<file path="config.mk">
export PLATFORM = sky130hd
export DESIGN_NAME = dmati_core
export DESIGN_NICKNAME = d
export VERILOG_FILES = /design/src/core/dmati_pkg.sv /design/src/core/dmati_core.sv /design/src/core/dmati_timer.sv
export SDC_FILE = /design/constraint.sdc
export NUM_CORES = 1
export LEC_CHECK = 0
export ABC_AREA = 1
export BUFFER_PORTS_ARGS = -buffer_cell sky130_fd_sc_hd__buf_2
export CORE_UTILIZATION = 35
export DETAILED_ROUTE_END_ITERATION = 8
export PLACE_DENSITY = 0.57
export SLEW_MARGIN = 10
export SYNTH_ARGS = -nofsm -noshare
export SYNTH_HDL_FRONTEND = slang
export SYNTH_HIERARCHICAL = 1
export SYNTH_SLANG_ARGS = --single-unit
</file>
<file path="constraint.sdc">
create_clock -name sys_clk -period 2.5 [get_ports sys_clk]
set_clock_uncertainty 0.2 [all_clocks]
set_input_delay 0.25 -clock sys_clk [delete_from_list [all_inputs] [get_ports sys_clk]]
set_output_delay 0.25 -clock sys_clk [all_outputs]
set_load 0.05 [all_outputs]
</file>
<file path="src/core/dmati_pkg.sv">
package dmati_pkg;
   // ==========================================================
   // register offsets (word addresses on the plain port)
   localparam logic [3:0] DMATI_ADDR_STATUS  = 4'h0;
   localparam logic [3:0] DMATI_ADDR_IRQ_EN  = 4'h1;
   localparam logic [3:0] DMATI_ADDR_MODE    = 4'h2;
   localparam logic [3:0] DMATI_ADDR_COMMAND = 4'h3;
   localparam logic [3:0] DMATI_ADDR_FCT     = 4'h4;
   localparam logic [3:0] DMATI_ADDR_CDA     = 4'h5;
   localparam logic [3:0] DMATI_ADDR_EDA     = 4'h6;
   localparam logic [3:0] DMATI_ADDR_BFL     = 4'h7;
   localparam logic [3:0] DMATI_ADDR_CTRL    = 4'h8;
   // ==========================================================
   // status register fields
   localparam int DMATI_ST_EOT = 7;
   localparam int DMATI_ST_EOM = 6;
   localparam int DMATI_ST_BOF = 5;
   localparam int DMATI_ST_COF = 4;
   localparam int DMATI_ST_DE  = 1;
   localparam int DMATI_ST_DWE = 0;
   // mode register fields
   localparam int DMATI_MD_TMOD = 4;
   localparam int DMATI_MD_NF   = 2;
   localparam int DMATI_MD_CNTE = 1;
   // command register codes
   localparam logic [7:0] DMATI_CMD_ABORT     = 8'h01;
   localparam logic [7:0] DMATI_CMD_FCT_CLEAR = 8'h02;
   // ctrl register fields (bus mode, direction)
   localparam int DMATI_CT_DIR = 2;
   // ==========================================================
   // timing in states, bus mode code, counter limits and reset priority
   localparam logic [5:0] DMATI_XFER_STATES = 6'h03;
   localparam logic [5:0] DMATI_TX_SETUP_W  = 6'h14;
   localparam logic [5:0] DMATI_TX_SW_MID_W = 6'h15;
   localparam logic [5:0] DMATI_TX_SW_END_W = 6'h19;
   localparam logic [5:0] DMATI_RX_SETUP_W  = 6'h12;
   localparam logic [5:0] DMATI_RX_SW_W     = 6'h1A;
   localparam logic [5:0] DMATI_TX_SETUP_B  = 6'h20;
   localparam logic [5:0] DMATI_TX_SW_MID_B = 6'h21;
   localparam logic [5:0] DMATI_TX_SW_END_B = 6'h25;
   localparam logic [5:0] DMATI_RX_SETUP_B  = 6'h17;
   localparam logic [5:0] DMATI_RX_SW_B     = 6'h22;
   localparam logic [1:0] DMATI_BUS_BYTE    = 2'h1;
   localparam logic [3:0] DMATI_FCT_MAX     = 4'hF;
   localparam logic [3:0] DMATI_FCT_ZERO    = 4'h0;
   localparam logic [1:0] DMATI_PRIO_RESET  = 2'h0;

   typedef struct packed {
      logic [3:0] addr;
      logic [7:0] wdata;
      logic       wr;
      logic       rd;
   } dmati_bus_t;

   typedef struct packed {
      logic       xfer_req;
      logic       frame_end;
      logic       last_buf;
   } dmati_chan_t;

   typedef enum logic [4:0] {
      DMATI_IDLE  = 5'b00001,
      DMATI_SETUP = 5'b00010,
      DMATI_XFER  = 5'b00100,
      DMATI_SWTCH = 5'b01000,
      DMATI_HALT  = 5'b10000
   } dmati_state_t;
endpackage

</file>
<file path="src/core/dmati_core.sv">
// Chosen here: the placing of the registers and the address-and-strobe port.
`timescale 1ns/100ps
module dmati_core
   import dmati_pkg::*;
(
   // clock and reset
   input  wire logic        sys_clk,
   input  wire logic        reset,
   // register port
   input  wire dmati_bus_t  bus,
   output logic [7:0]       rdata,
   // serial channel side
   input  wire dmati_chan_t chan,
   // memory cycle strobe, progress and channel priority
   output logic             mem_cycle,
   output logic             xfer_done,
   output logic [1:0]       chan_prio,
   // interrupts
   output logic             dma_error_irq,
   output logic             dma_normal_end_irq
);
   // ==========================================================
   // registers
   logic [7:0]   irq_en_q;
   logic [7:0]   mode_q;
   logic [7:0]   ctrl_q;
   logic [7:0]   cda_q;
   logic [7:0]   eda_q;
   logic [7:0]   bfl_q;
   logic [3:0]   fct_q;
   logic         de_q;
   logic         eot_q, eom_q, bof_q, cof_q;
   logic [7:0]   cnt_q;
   dmati_state_t state_q;
   logic         started_q;
   logic         tmr_start, tmr_busy, tmr_done;
   logic [5:0]   tmr_len;

   function automatic logic wr_to(input dmati_bus_t b, input logic [3:0] a);
      wr_to = b.wr && (b.addr == a);
   endfunction

   wire chained  = mode_q[DMATI_MD_TMOD];
   wire byte_bus = (ctrl_q[1:0] == DMATI_BUS_BYTE);
   wire rx_dir   = ctrl_q[DMATI_CT_DIR];
   wire st_wr    = wr_to(bus, DMATI_ADDR_STATUS);
   wire abort    = wr_to(bus, DMATI_ADDR_COMMAND) && bus.wdata == DMATI_CMD_ABORT;
   wire fct_clr  = wr_to(bus, DMATI_ADDR_COMMAND) && bus.wdata == DMATI_CMD_FCT_CLEAR;
   wire cnt_en   = mode_q[DMATI_MD_CNTE];
   wire req_ok   = chan.xfer_req && (eda_q != cda_q);
   // a done that lands while suspended is held by the timer until resume
   wire tmr_fire = tmr_done && de_q;
   wire overrun  = de_q && chained && rx_dir && chan.xfer_req && (eda_q == cda_q)
                   && (state_q == DMATI_XFER || state_q == DMATI_SWTCH);
   wire last_cyc = tmr_fire && state_q == DMATI_XFER;
   wire buf_end  = last_cyc && (cnt_q == 8'h01);
   wire frm_end  = last_cyc && chan.frame_end;
   wire all_done = last_cyc && (chained ? (frm_end && (!mode_q[DMATI_MD_NF] || chan.last_buf))
                                        : (cnt_q == 8'h01));

   function automatic logic [5:0] setup_len(input logic bb, input logic rx);
      if (bb) setup_len = rx ? DMATI_RX_SETUP_B : DMATI_TX_SETUP_B;
      else    setup_len = rx ? DMATI_RX_SETUP_W : DMATI_TX_SETUP_W;
   endfunction

   function automatic logic [5:0] sw_len(input logic bb, input logic rx, input logic fe);
      if (bb) sw_len = rx ? DMATI_RX_SW_B : (fe ? DMATI_TX_SW_END_B : DMATI_TX_SW_MID_B);
      else    sw_len = rx ? DMATI_RX_SW_W : (fe ? DMATI_TX_SW_END_W : DMATI_TX_SW_MID_W);
   endfunction

   // ==========================================================
   // state counter
   dmati_timer dmati_timer_i (
      .sys_clk (sys_clk),
      .reset   (reset),
      .start   (tmr_start),
      .len     (tmr_len),
      .hold    (!de_q),
      .busy    (tmr_busy),
      .done    (tmr_done)
   );

   always_comb begin
      tmr_start = 1'b0;
      tmr_len   = DMATI_XFER_STATES;
      case (state_q)
         DMATI_IDLE: begin
            if (de_q && chained) begin
               tmr_start = 1'b1;
               tmr_len   = setup_len(byte_bus, rx_dir);
            end else if (de_q && req_ok) begin
               tmr_start = 1'b1;
            end
         end
         DMATI_SETUP, DMATI_SWTCH: begin
            if (!tmr_busy && de_q && req_ok) tmr_start = 1'b1;
         end
         DMATI_XFER: begin
            if (all_done || abort) begin
               tmr_start = 1'b0;
            end else if (chained && (buf_end || frm_end)) begin
               tmr_start = 1'b1;
               tmr_len   = sw_len(byte_bus, rx_dir, frm_end);
            end else if (!tmr_busy && de_q && req_ok) begin
               tmr_start = 1'b1;
            end
         end
         DMATI_HALT: tmr_start = 1'b0;
         default:    tmr_start = 1'b0;
      endcase
   end

   // ==========================================================
   // sequencer; a cleared enable freezes the timer and with it the state
   always_ff @(posedge sys_clk) begin
      if (reset) begin
         state_q <= DMATI_IDLE;
      end else if (abort) begin
         state_q <= DMATI_IDLE;
      end else begin
         case (state_q)
            DMATI_IDLE:  if (tmr_start) state_q <= chained ? DMATI_SETUP : DMATI_XFER;
            DMATI_SETUP: if (tmr_start) state_q <= DMATI_XFER;
            DMATI_SWTCH: if (tmr_start) state_q <= DMATI_XFER;
            DMATI_XFER: begin
               if (all_done) state_q <= DMATI_HALT;
               else if (tmr_start && tmr_len != DMATI_XFER_STATES) state_q <= DMATI_SWTCH;
            end
            DMATI_HALT:  if (de_q && !started_q) state_q <= DMATI_IDLE;
            default:     state_q <= DMATI_IDLE;
         endcase
      end
   end

   // completion needs no abort: halt returns to initial once re-enabled
   always_ff @(posedge sys_clk) begin
      if (reset) started_q <= 1'b0;
      else if (state_q == DMATI_HALT && !de_q) started_q <= 1'b0;
      else if (state_q == DMATI_IDLE) started_q <= 1'b1;
   end

   always_ff @(posedge sys_clk) begin
      if (reset) begin
         cnt_q <= 8'h00;
      end else if (tmr_start && tmr_len != DMATI_XFER_STATES) begin
         cnt_q <= bfl_q;
      end else if (state_q == DMATI_IDLE && !chained) begin
         cnt_q <= bfl_q;
      end else if (last_cyc) begin
         cnt_q <= cnt_q - 8'h01;
      end
   end

   // ==========================================================
   // enable bit
   always_ff @(posedge sys_clk) begin
      if (reset) de_q <= 1'b0;
      else if (all_done) de_q <= 1'b0;
      else if (st_wr && bus.wdata[DMATI_ST_DWE]) de_q <= bus.wdata[DMATI_ST_DE];
   end

   // ==========================================================
   // control registers
   always_ff @(posedge sys_clk) begin
      if (reset) begin
         irq_en_q <= 8'h00;
         mode_q   <= 8'h00;
         ctrl_q   <= 8'h00;
      end else begin
         if (wr_to(bus, DMATI_ADDR_IRQ_EN)) irq_en_q <= bus.wdata;
         if (wr_to(bus, DMATI_ADDR_MODE))   mode_q   <= bus.wdata;
         if (wr_to(bus, DMATI_ADDR_CTRL))   ctrl_q   <= bus.wdata;
      end
   end

   // address registers are left unreset on purpose
   always_ff @(posedge sys_clk) begin
      if (wr_to(bus, DMATI_ADDR_CDA)) cda_q <= bus.wdata;
      else if (tmr_start && state_q == DMATI_XFER && tmr_len != DMATI_XFER_STATES) cda_q <= cda_q + 8'h01;
      if (wr_to(bus, DMATI_ADDR_EDA)) eda_q <= bus.wdata;
      if (wr_to(bus, DMATI_ADDR_BFL)) bfl_q <= bus.wdata;
   end

   // ==========================================================
   // frame end counter; wraps from max to zero, set beats clear
   always_ff @(posedge sys_clk) begin
      if (reset) fct_q <= DMATI_FCT_ZERO;
      else if (cnt_en && frm_end && fct_q != DMATI_FCT_MAX) fct_q <= fct_q + 4'h1;
      else if (cnt_en && frm_end) fct_q <= DMATI_FCT_ZERO;
      else if (fct_clr && fct_q != DMATI_FCT_ZERO) fct_q <= fct_q - 4'h1;
   end

   // ==========================================================
   // status flags; hardware set wins over write-one clear
   always_ff @(posedge sys_clk) begin
      if (reset) begin
         eot_q <= 1'b0;
         eom_q <= 1'b0;
         bof_q <= 1'b0;
         cof_q <= 1'b0;
      end else begin
         if (all_done) eot_q <= 1'b1;
         else if (st_wr && bus.wdata[DMATI_ST_EOT]) eot_q <= 1'b0;
         if (frm_end && chained) eom_q <= 1'b1;
         else if (cnt_en && fct_q != DMATI_FCT_ZERO) eom_q <= 1'b1;
         else if (st_wr && bus.wdata[DMATI_ST_EOM]) eom_q <= 1'b0;
         if (overrun) bof_q <= 1'b1;
         else if (st_wr && bus.wdata[DMATI_ST_BOF]) bof_q <= 1'b0;
         if (cnt_en && frm_end && fct_q == DMATI_FCT_MAX) cof_q <= 1'b1;
         else if (st_wr && bus.wdata[DMATI_ST_COF]) cof_q <= 1'b0;
      end
   end

   // ==========================================================
   // outputs; requests ignore state so they persist when idle
   always_ff @(posedge sys_clk) begin
      if (reset) begin
         dma_error_irq      <= 1'b0;
         dma_normal_end_irq <= 1'b0;
         mem_cycle          <= 1'b0;
         xfer_done          <= 1'b0;
         chan_prio          <= DMATI_PRIO_RESET;
      end else begin
         dma_error_irq      <= (cof_q && irq_en_q[DMATI_ST_COF]) || (bof_q && irq_en_q[DMATI_ST_BOF]);
         dma_normal_end_irq <= (eom_q && irq_en_q[DMATI_ST_EOM]) || (eot_q && irq_en_q[DMATI_ST_EOT]);
         mem_cycle          <= last_cyc;
         xfer_done          <= all_done;
         chan_prio          <= DMATI_PRIO_RESET;
      end
   end

   // ==========================================================
   // read port
   always_ff @(posedge sys_clk) begin
      if (reset) begin
         rdata <= 8'h00;
      end else if (bus.rd) begin
         case (bus.addr)
            DMATI_ADDR_STATUS: rdata <= {eot_q, eom_q, bof_q, cof_q, 2'b00, de_q, 1'b0};
            DMATI_ADDR_IRQ_EN: rdata <= irq_en_q;
            DMATI_ADDR_MODE:   rdata <= mode_q;
            DMATI_ADDR_FCT:    rdata <= {4'h0, fct_q};
            DMATI_ADDR_CDA:    rdata <= cda_q;
            DMATI_ADDR_EDA:    rdata <= eda_q;
            DMATI_ADDR_BFL:    rdata <= bfl_q;
            DMATI_ADDR_CTRL:   rdata <= ctrl_q;
            default:           rdata <= 8'h00;
         endcase
      end else begin
         rdata <= 8'h00;
      end
   end

   // ==========================================================
   // checks; long waits are counted here, not unrolled
   logic [5:0] su_age_q;
   logic       su_run_q;
   wire        su_go = state_q == DMATI_IDLE && tmr_start && chained && !byte_bus && !rx_dir;

   // a suspend or abort during set-up voids the measurement
   always_ff @(posedge sys_clk) begin
      if (reset) begin
         su_run_q <= 1'b0;
         su_age_q <= 6'h00;
      end else if (su_go) begin
         su_run_q <= 1'b1;
         su_age_q <= 6'h01;
      end else if (su_run_q && (abort || !de_q || su_age_q == DMATI_TX_SETUP_W)) begin
         su_run_q <= 1'b0;
      end else if (su_run_q) begin
         su_age_q <= su_age_q + 6'h01;
      end
   end
endmodule

</file>
<file path="src/core/dmati_timer.sv">
`timescale 1ns/100ps
// ==========================================================
// state counter: pulses done after len states
module dmati_timer
   import dmati_pkg::*;
(
   // clock and reset
   input  wire logic       sys_clk,
   input  wire logic       reset,
   // control
   input  wire logic       start,
   input  wire logic [5:0] len,
   input  wire logic       hold,
   // result
   output logic            busy,
   output logic            done
);
   logic [5:0] cnt_q;

   always_ff @(posedge sys_clk) begin
      if (reset) begin
         cnt_q <= 6'h00;
         busy  <= 1'b0;
         done  <= 1'b0;
      end else begin
         // done waits out a suspend so the core cannot miss it
         done <= done && hold;
         if (start) begin
            cnt_q <= len - 6'h01;
            busy  <= 1'b1;
         end else if (busy && !hold) begin
            if (cnt_q == 6'h01) begin
               busy <= 1'b0;
               done <= 1'b1;
            end
            cnt_q <= cnt_q - 6'h01;
         end
      end
   end
endmodule

</file>
Word-level counts from Yosys, hierarchy flattened
Cells that the tools add are included.
{ "op_classes": {"add_sub_neg": 6, "n_eq_ne": 27, "n_mux": 52, "n_bitwise": 1, "n_reduce_logical": 78} }
{ "op_table": {"columns": ["cell", "count"], "rows": [
  ["8-bit case mux with 8 select lines", 1],
  ["1-bit logical AND", 49],
  ["6-bit two-way mux", 8],
  ["8-bit two-way mux", 5],
  ["5-bit two-way mux", 5],
  ["1-bit two-way mux", 21],
  ["4-bit two-way mux", 5],
  ["5-bit case mux with 4 select lines", 1],
  ["4-bit by 3-bit == test with 1-bit output (second input constant)", 4],
  ["8-bit by 1-bit == test with 1-bit output (second input constant)", 2],
  ["3-bit two-way mux", 4],
  ["6-bit case mux with 2 select lines", 1],
  ["2-bit nonzero test", 6],
  ["6-bit by 1-bit subtractor with 6-bit output (second input constant)", 2],
  ["2-bit OR reduction", 5],
  ["3-bit nonzero test", 3],
  ["8-bit by 1-bit adder with 8-bit output (second input constant)", 1],
  ["4-bit by 2-bit == test with 1-bit output (second input constant)", 2],
  ["4-bit == test (second input constant)", 2],
  ["8-bit by 2-bit == test with 1-bit output (second input constant)", 1],
  ["8-bit == test", 1],
  ["8-bit != test", 1],
  ["8-bit by 1-bit subtractor with 8-bit output (second input constant)", 1],
  ["6-bit by 1-bit == test with 1-bit output (second input constant)", 1],
  ["22 further kinds", 32]
]} }
{ "word_totals": {"register_bits": 91, "input_bits": 19, "wordCells": 187} }

Logic depth before layout (Yosys ltp)
{ "logic_depth": {"depth_word": 14, "depth_mapped": 17, "depth_no_buf": 16} }

By module
Netlist, hierarchy kept.
{ "by_module_without_submodules": {"columns": ["module", "n_inst", "cells_per_inst", "area_each_um2", "seq_area_each_um2"], "rows": [
  ["dmati_core", 1, 604, 4513.1, 1901.8],
  ["dmati_timer", 1, 88, 591.8, 160.2]
]} }

Worst setup path after synthesis
No wires, ideal clock.
{ "synth_timing": {"path_kind": "register to register", "startpoint": "reg state_q[0]", "endpoint": "reg cda_q[0] (enable)", "setup_ps": 384, "arrival_time_ps": 2048, "required_time_ps": 1916, "path_slack_ps": -132, "path_stages_with_launch": 10, "n_path_buf": 0, "path_cell_list": "dfxtp_1 -> nor2_2 -> nand3_4 -> nor2_8 -> nand3_1 -> nand2_2 -> nand2_2 -> o21bai_2 -> nor2_4 -> o21ai_0"} }
{ "synth_via": {"elab_chain_cells": 12, "elab_cells_between_ends": 29, "classes_between": "eq/ne: 5; mux: 12; reduce/logical: 12"} }
{ "synth_rtl": {"columns": ["element", "line", "text"], "rows": [
  ["start: declaration", "dmati_core.sv:34", "dmati_state_t state_q;"],
  ["start signal: assignment", "dmati_core.sv:122", "DMATI_IDLE: if (tmr_start) state_q <= chained ? DMATI_SETUP : DMATI_XFER;"],
  ["5-bit by 3-bit == test with 1-bit output", "dmati_core.sv:55, dmati_core.sv:86", null],
  ["1-bit logical AND", "dmati_core.sv:55", "wire last_cyc = tmr_fire && state_q == DMATI_XFER;"],
  ["1-bit logical AND", "dmati_core.sv:57", "wire frm_end = last_cyc && chan.frame_end;"],
  ["1-bit logical AND", "dmati_core.sv:58", "wire all_done = last_cyc && (chained ? (frm_end && (!mode_q[DMATI_MD_NF] || chan.last_buf))"],
  ["1-bit two-way mux", "dmati_core.sv:58", null],
  ["1-bit logical AND", "dmati_core.sv:58", null],
  ["1-bit logical OR", "dmati_core.sv:99", "if (all_done || abort) begin"],
  ["6-bit two-way mux", "dmati_core.sv:99", null],
  ["6-bit case mux with 2 select lines (*)", "dmati_core.sv:86", "case (state_q)"],
  ["named net tmr_len[4]", "dmati_core.sv:37", "logic [5:0] tmr_len;"],
  ["6-bit by 2-bit != test with 1-bit output (*)", "dmati_core.sv:179", "else if (tmr_start && state_q == DMATI_XFER && tmr_len != DMATI_XFER_STATES) cda_q <= cda_q + 8'h01;"],
  ["1-bit logical AND (*)", "dmati_core.sv:179", null],
  ["2-bit nonzero test (no line) (*)", null, null],
  ["end signal: assignment", "dmati_core.sv:178", "if (wr_to(bus, DMATI_ADDR_CDA)) cda_q <= bus.wdata;"],
  ["end signal: assignment", "dmati_core.sv:179", null],
  ["end: declaration", "dmati_core.sv:27", "logic [7:0] cda_q;"]
]} }
Mark *: on every way through the listed nets, which the timed path passes. The rest lies on a longest branch.
A chain may end at the register's enable or synchronous reset.

==> out/qor.yml <==
floorplanning:
  core_area_mm2: 0.0140
  io-pin-count: 33
  placementRows: 43
  initial_core_util_pct: 36.4
  die_height_um: 123
  die-area_mm2: 0.0151
  die_w_um: 123
yosys:
  synthCells: 692
  synth_seq_cells: 91
  synth_area_per_cell_um2: 7.38
  yosysSeqAreaShare_pct: 40.4
  ys_top_cells_by_area: "dfxtp_1, edfxtp_1, nand2_1"
  synth_warnings: 6
  netlist.area_leader.share_pct: 26.3
  synth.distinct_cells: 49
  synthFlopType: "dfxtp_1"
  yosysTopAreaCell: "dfxtp_1"
  synthArstFlopShare_pct: 0
  synth_edf_count: 24
  synth_area_mm2: 0.00510
  synth.most_common_cell: "nand2_1"
  synth_common_cells: "nand2_1, inv_1, dfxtp_1, a21oi_1, nor2_1"
sta:
  rsz0062_at_grt: "true"
  fin_ws_ps: 46.6
  hold_viol_final: 0
  layout_min_cycle_time_ps: 2450
  hold_ws_ps: 30.8
  drv_slew: 0
  setup_viol: 0
  timing.final.crit_share_pct: 98.1
  timing.fmax_ghz: 0.408
  worst_pin_slew_ps: 658
  slew_headroom_pct: 56.1
final_layout:
  nFillCells: 1375
  fin_cells: 950
  drive_gt1_share_pct: 20.3
  areaGrowthSynthToFinish_pct: 22.3
  diodes: 0
  final_util_pct: 44.4
  nets: 795
drt:
  via_per_inst: 5.17
  via_count: 4914
  route.detailed.wl_per_inst_um: 15.6
  finalWirelength_mm: 14.9
  dr.pass1.iters: 5
  ant_nets: 0
  drc: 0
  drt_iter0_markers: 400
global_routing:
  gr-total-overflow: 0
  grt_pass1_vias: 4443
  grt_max_degree: 22
  grt_pass1_wl_mm: 23.2
  antenna_found_initial: 0
  grt_usage_pct: 20.5
min_path:
  hold_start: "bus[5]"
  hold_path_class: "in -> reg"
  min_to: "bfl_q[3]"
  hold_depth: 2
setup_path:
  worstPathArrival_ps: 2520
  cp-end-kind: "flop"
  cpMostUsedCell: "nor2_2"
  crit_buf_inv: 2
  ff2ff_path_depth: 13
  rr_endpoint: "dmati_timer_i/cnt_q[1]"
  cp_top_family: "simple AND/OR/NAND/NOR gates"
  required_ps: 2570
  cp_slowest_cell: "dfxtp_1"
  timing.rr.start: "cnt_q[3]"
  crit_type: "reg -> reg"
  cp_max_fo: 4
  r2r_slack_ps: 50
  cpPeakStageDelay_ps: 330
  start_kind: "flop"
  worstPathCellList: "nor2_2 > nand3_1 > nor2_4 > nand3_2 > nand2_2 > inv_2 > nor4_2 > o21ai_1 > inv_1 > ha_2 > nor2_2 > nor3_2 > a211oi_2"
place:
  place_inst: 924
  place_congestion: 0.952
  port_buffers: 30
  pre_cts_ws_ps: 39.9
  dp_hpwl_mm: 11.0
cts:
  path_clk_slew_ps: 70
  clkLatencyLatePin_ps: 350
  cts.htree.levels: 3
  holdBufCountCts: 0
  root_buffer: "clkbuf_16"
  numClockSinks: 91
  clk_path_buf_depth: 2
  cts_buffers: 9
  cts_tree: "built"
power_and_ir_drop:
  p_per_area_mw_per_mm2: 672
  vdd_ir_drop_max_mv: 0.296
  p_total_mw: 4.19
  p_leak_nw: 2.66
run_status:
  status: "finished, final reports clean"
job:
  maxCapViolCount: 0
state kept, by name (all words and copies together), names as in the netlist, 4 cells and up:
name and flops:
bfl_q 8, cda_q 8, cnt_q 8, ctrl_q 8, dmati_timer_i/cnt_q 6, eda_q 8
fct_q 4, irq_en_q 8, mode_q 8, rdata 8, state_q 5
metal layers:
layer | GRT usage [%] | vias up | part of all wire (%)
met5 | 0 | - | 0
met4 | 8.38 | 0 | 1.6
met3 | 3.07 | 15 | 5.8
met2 | 30.9 | 133 | 45
met1 | 29.0 | 2318 | 48
li1 | - | 2448 | -
power breakdown:
| group | leakage, nW | switching (mW) | total [mW] | internal [mW] |
|---|---|---|---|---|
| combinational | 1.76 | 0.695 | 1.12 | 0.429 |
| clock | 0.145 | 0.605 | 1.39 | 0.784 |
| sequential | 0.761 | 0.0757 | 1.68 | 1.60 |
layout make-up:
type	instances	area (um^2)	share of cell area, %
clock buffer	11	233	3.73
clock inverter	5	62.6	1.00
inverter	106	400	6.42
multi-input combinational	478	2700	43.3
sequential	91	2070	33.1
tap	180	225	3.61
timing repair buffer	79	551	8.82
worst max path at each step:
stage | startpoint | end | slack, ps | depth (start not counted)
2_1_floorplan | state_q[0] | cda_q[0] | 90 | 9
3_3_place_gp | cnt_q[4] | dmati_timer_i/cnt_q[5] | 30 | 15
3_5_place_dp | cnt_q[1] | dmati_timer_i/cnt_q[4] | 40 | 16
4_1_cts | cnt_q[4] | dmati_timer_i/cnt_q[4] | 20 | 15
5_1_grt | state_q[3] | dmati_timer_i/cnt_q[4] | -90 | 15
6_report | cnt_q[3] | dmati_timer_i/cnt_q[1] | 50 | 13
cell families after synthesis:
logic type                 after synthesis  synth area share [%]
other                                    1                0.0735
DFF                                     91                  40.4
and+or+nand+nor                        300                  28.6
AOI/OAI and AO/OA                      151                  16.4
xor gates and xnor gates                14                  2.40
adders and majority gates               11                  2.70
buffers and inverters                  124                  9.46
repair_timing:
item	in CTS	in global routing
setup endpoints to repair	0	27
buffers inserted	0	10
gates resized for setup	0	39
stage by stage:
stage | area (um^2) | TNS, ps
after global routing | 6240 | -262
final | 6240 | 0
after global placement | 5690 | 0
after detailed placement | 5690 | 0
after floorplan | 5110 | 0
after CTS | 5990 | 0
worst register-to-register path: stages, from the launching register on:
cell and delay [ps]:
dfxtp_1 330, nor2_2 160, nand3_1 150, nor2_4 170, nand3_2 90, nand2_2 90
inv_2 70, nor4_2 280, o21ai_1 110, inv_1 90, ha_2 280, nor2_2 120
nor3_2 50, a211oi_2 190
layout by cell type (no fill, tap or decap), drive strengths merged, types with 8 or more instances in the layout:
cell type / count
a21oi: 64
buf: 79
clkbuf: 11
dfxtp: 67
edfxtp: 24
ha: 11
inv: 108
nand2: 141
nand3: 56
nand4: 17
nor2: 65
nor3: 13
o21ai: 57
o22ai: 8
xor2: 8
No activity file was read; power rests on OpenSTA's default activity.
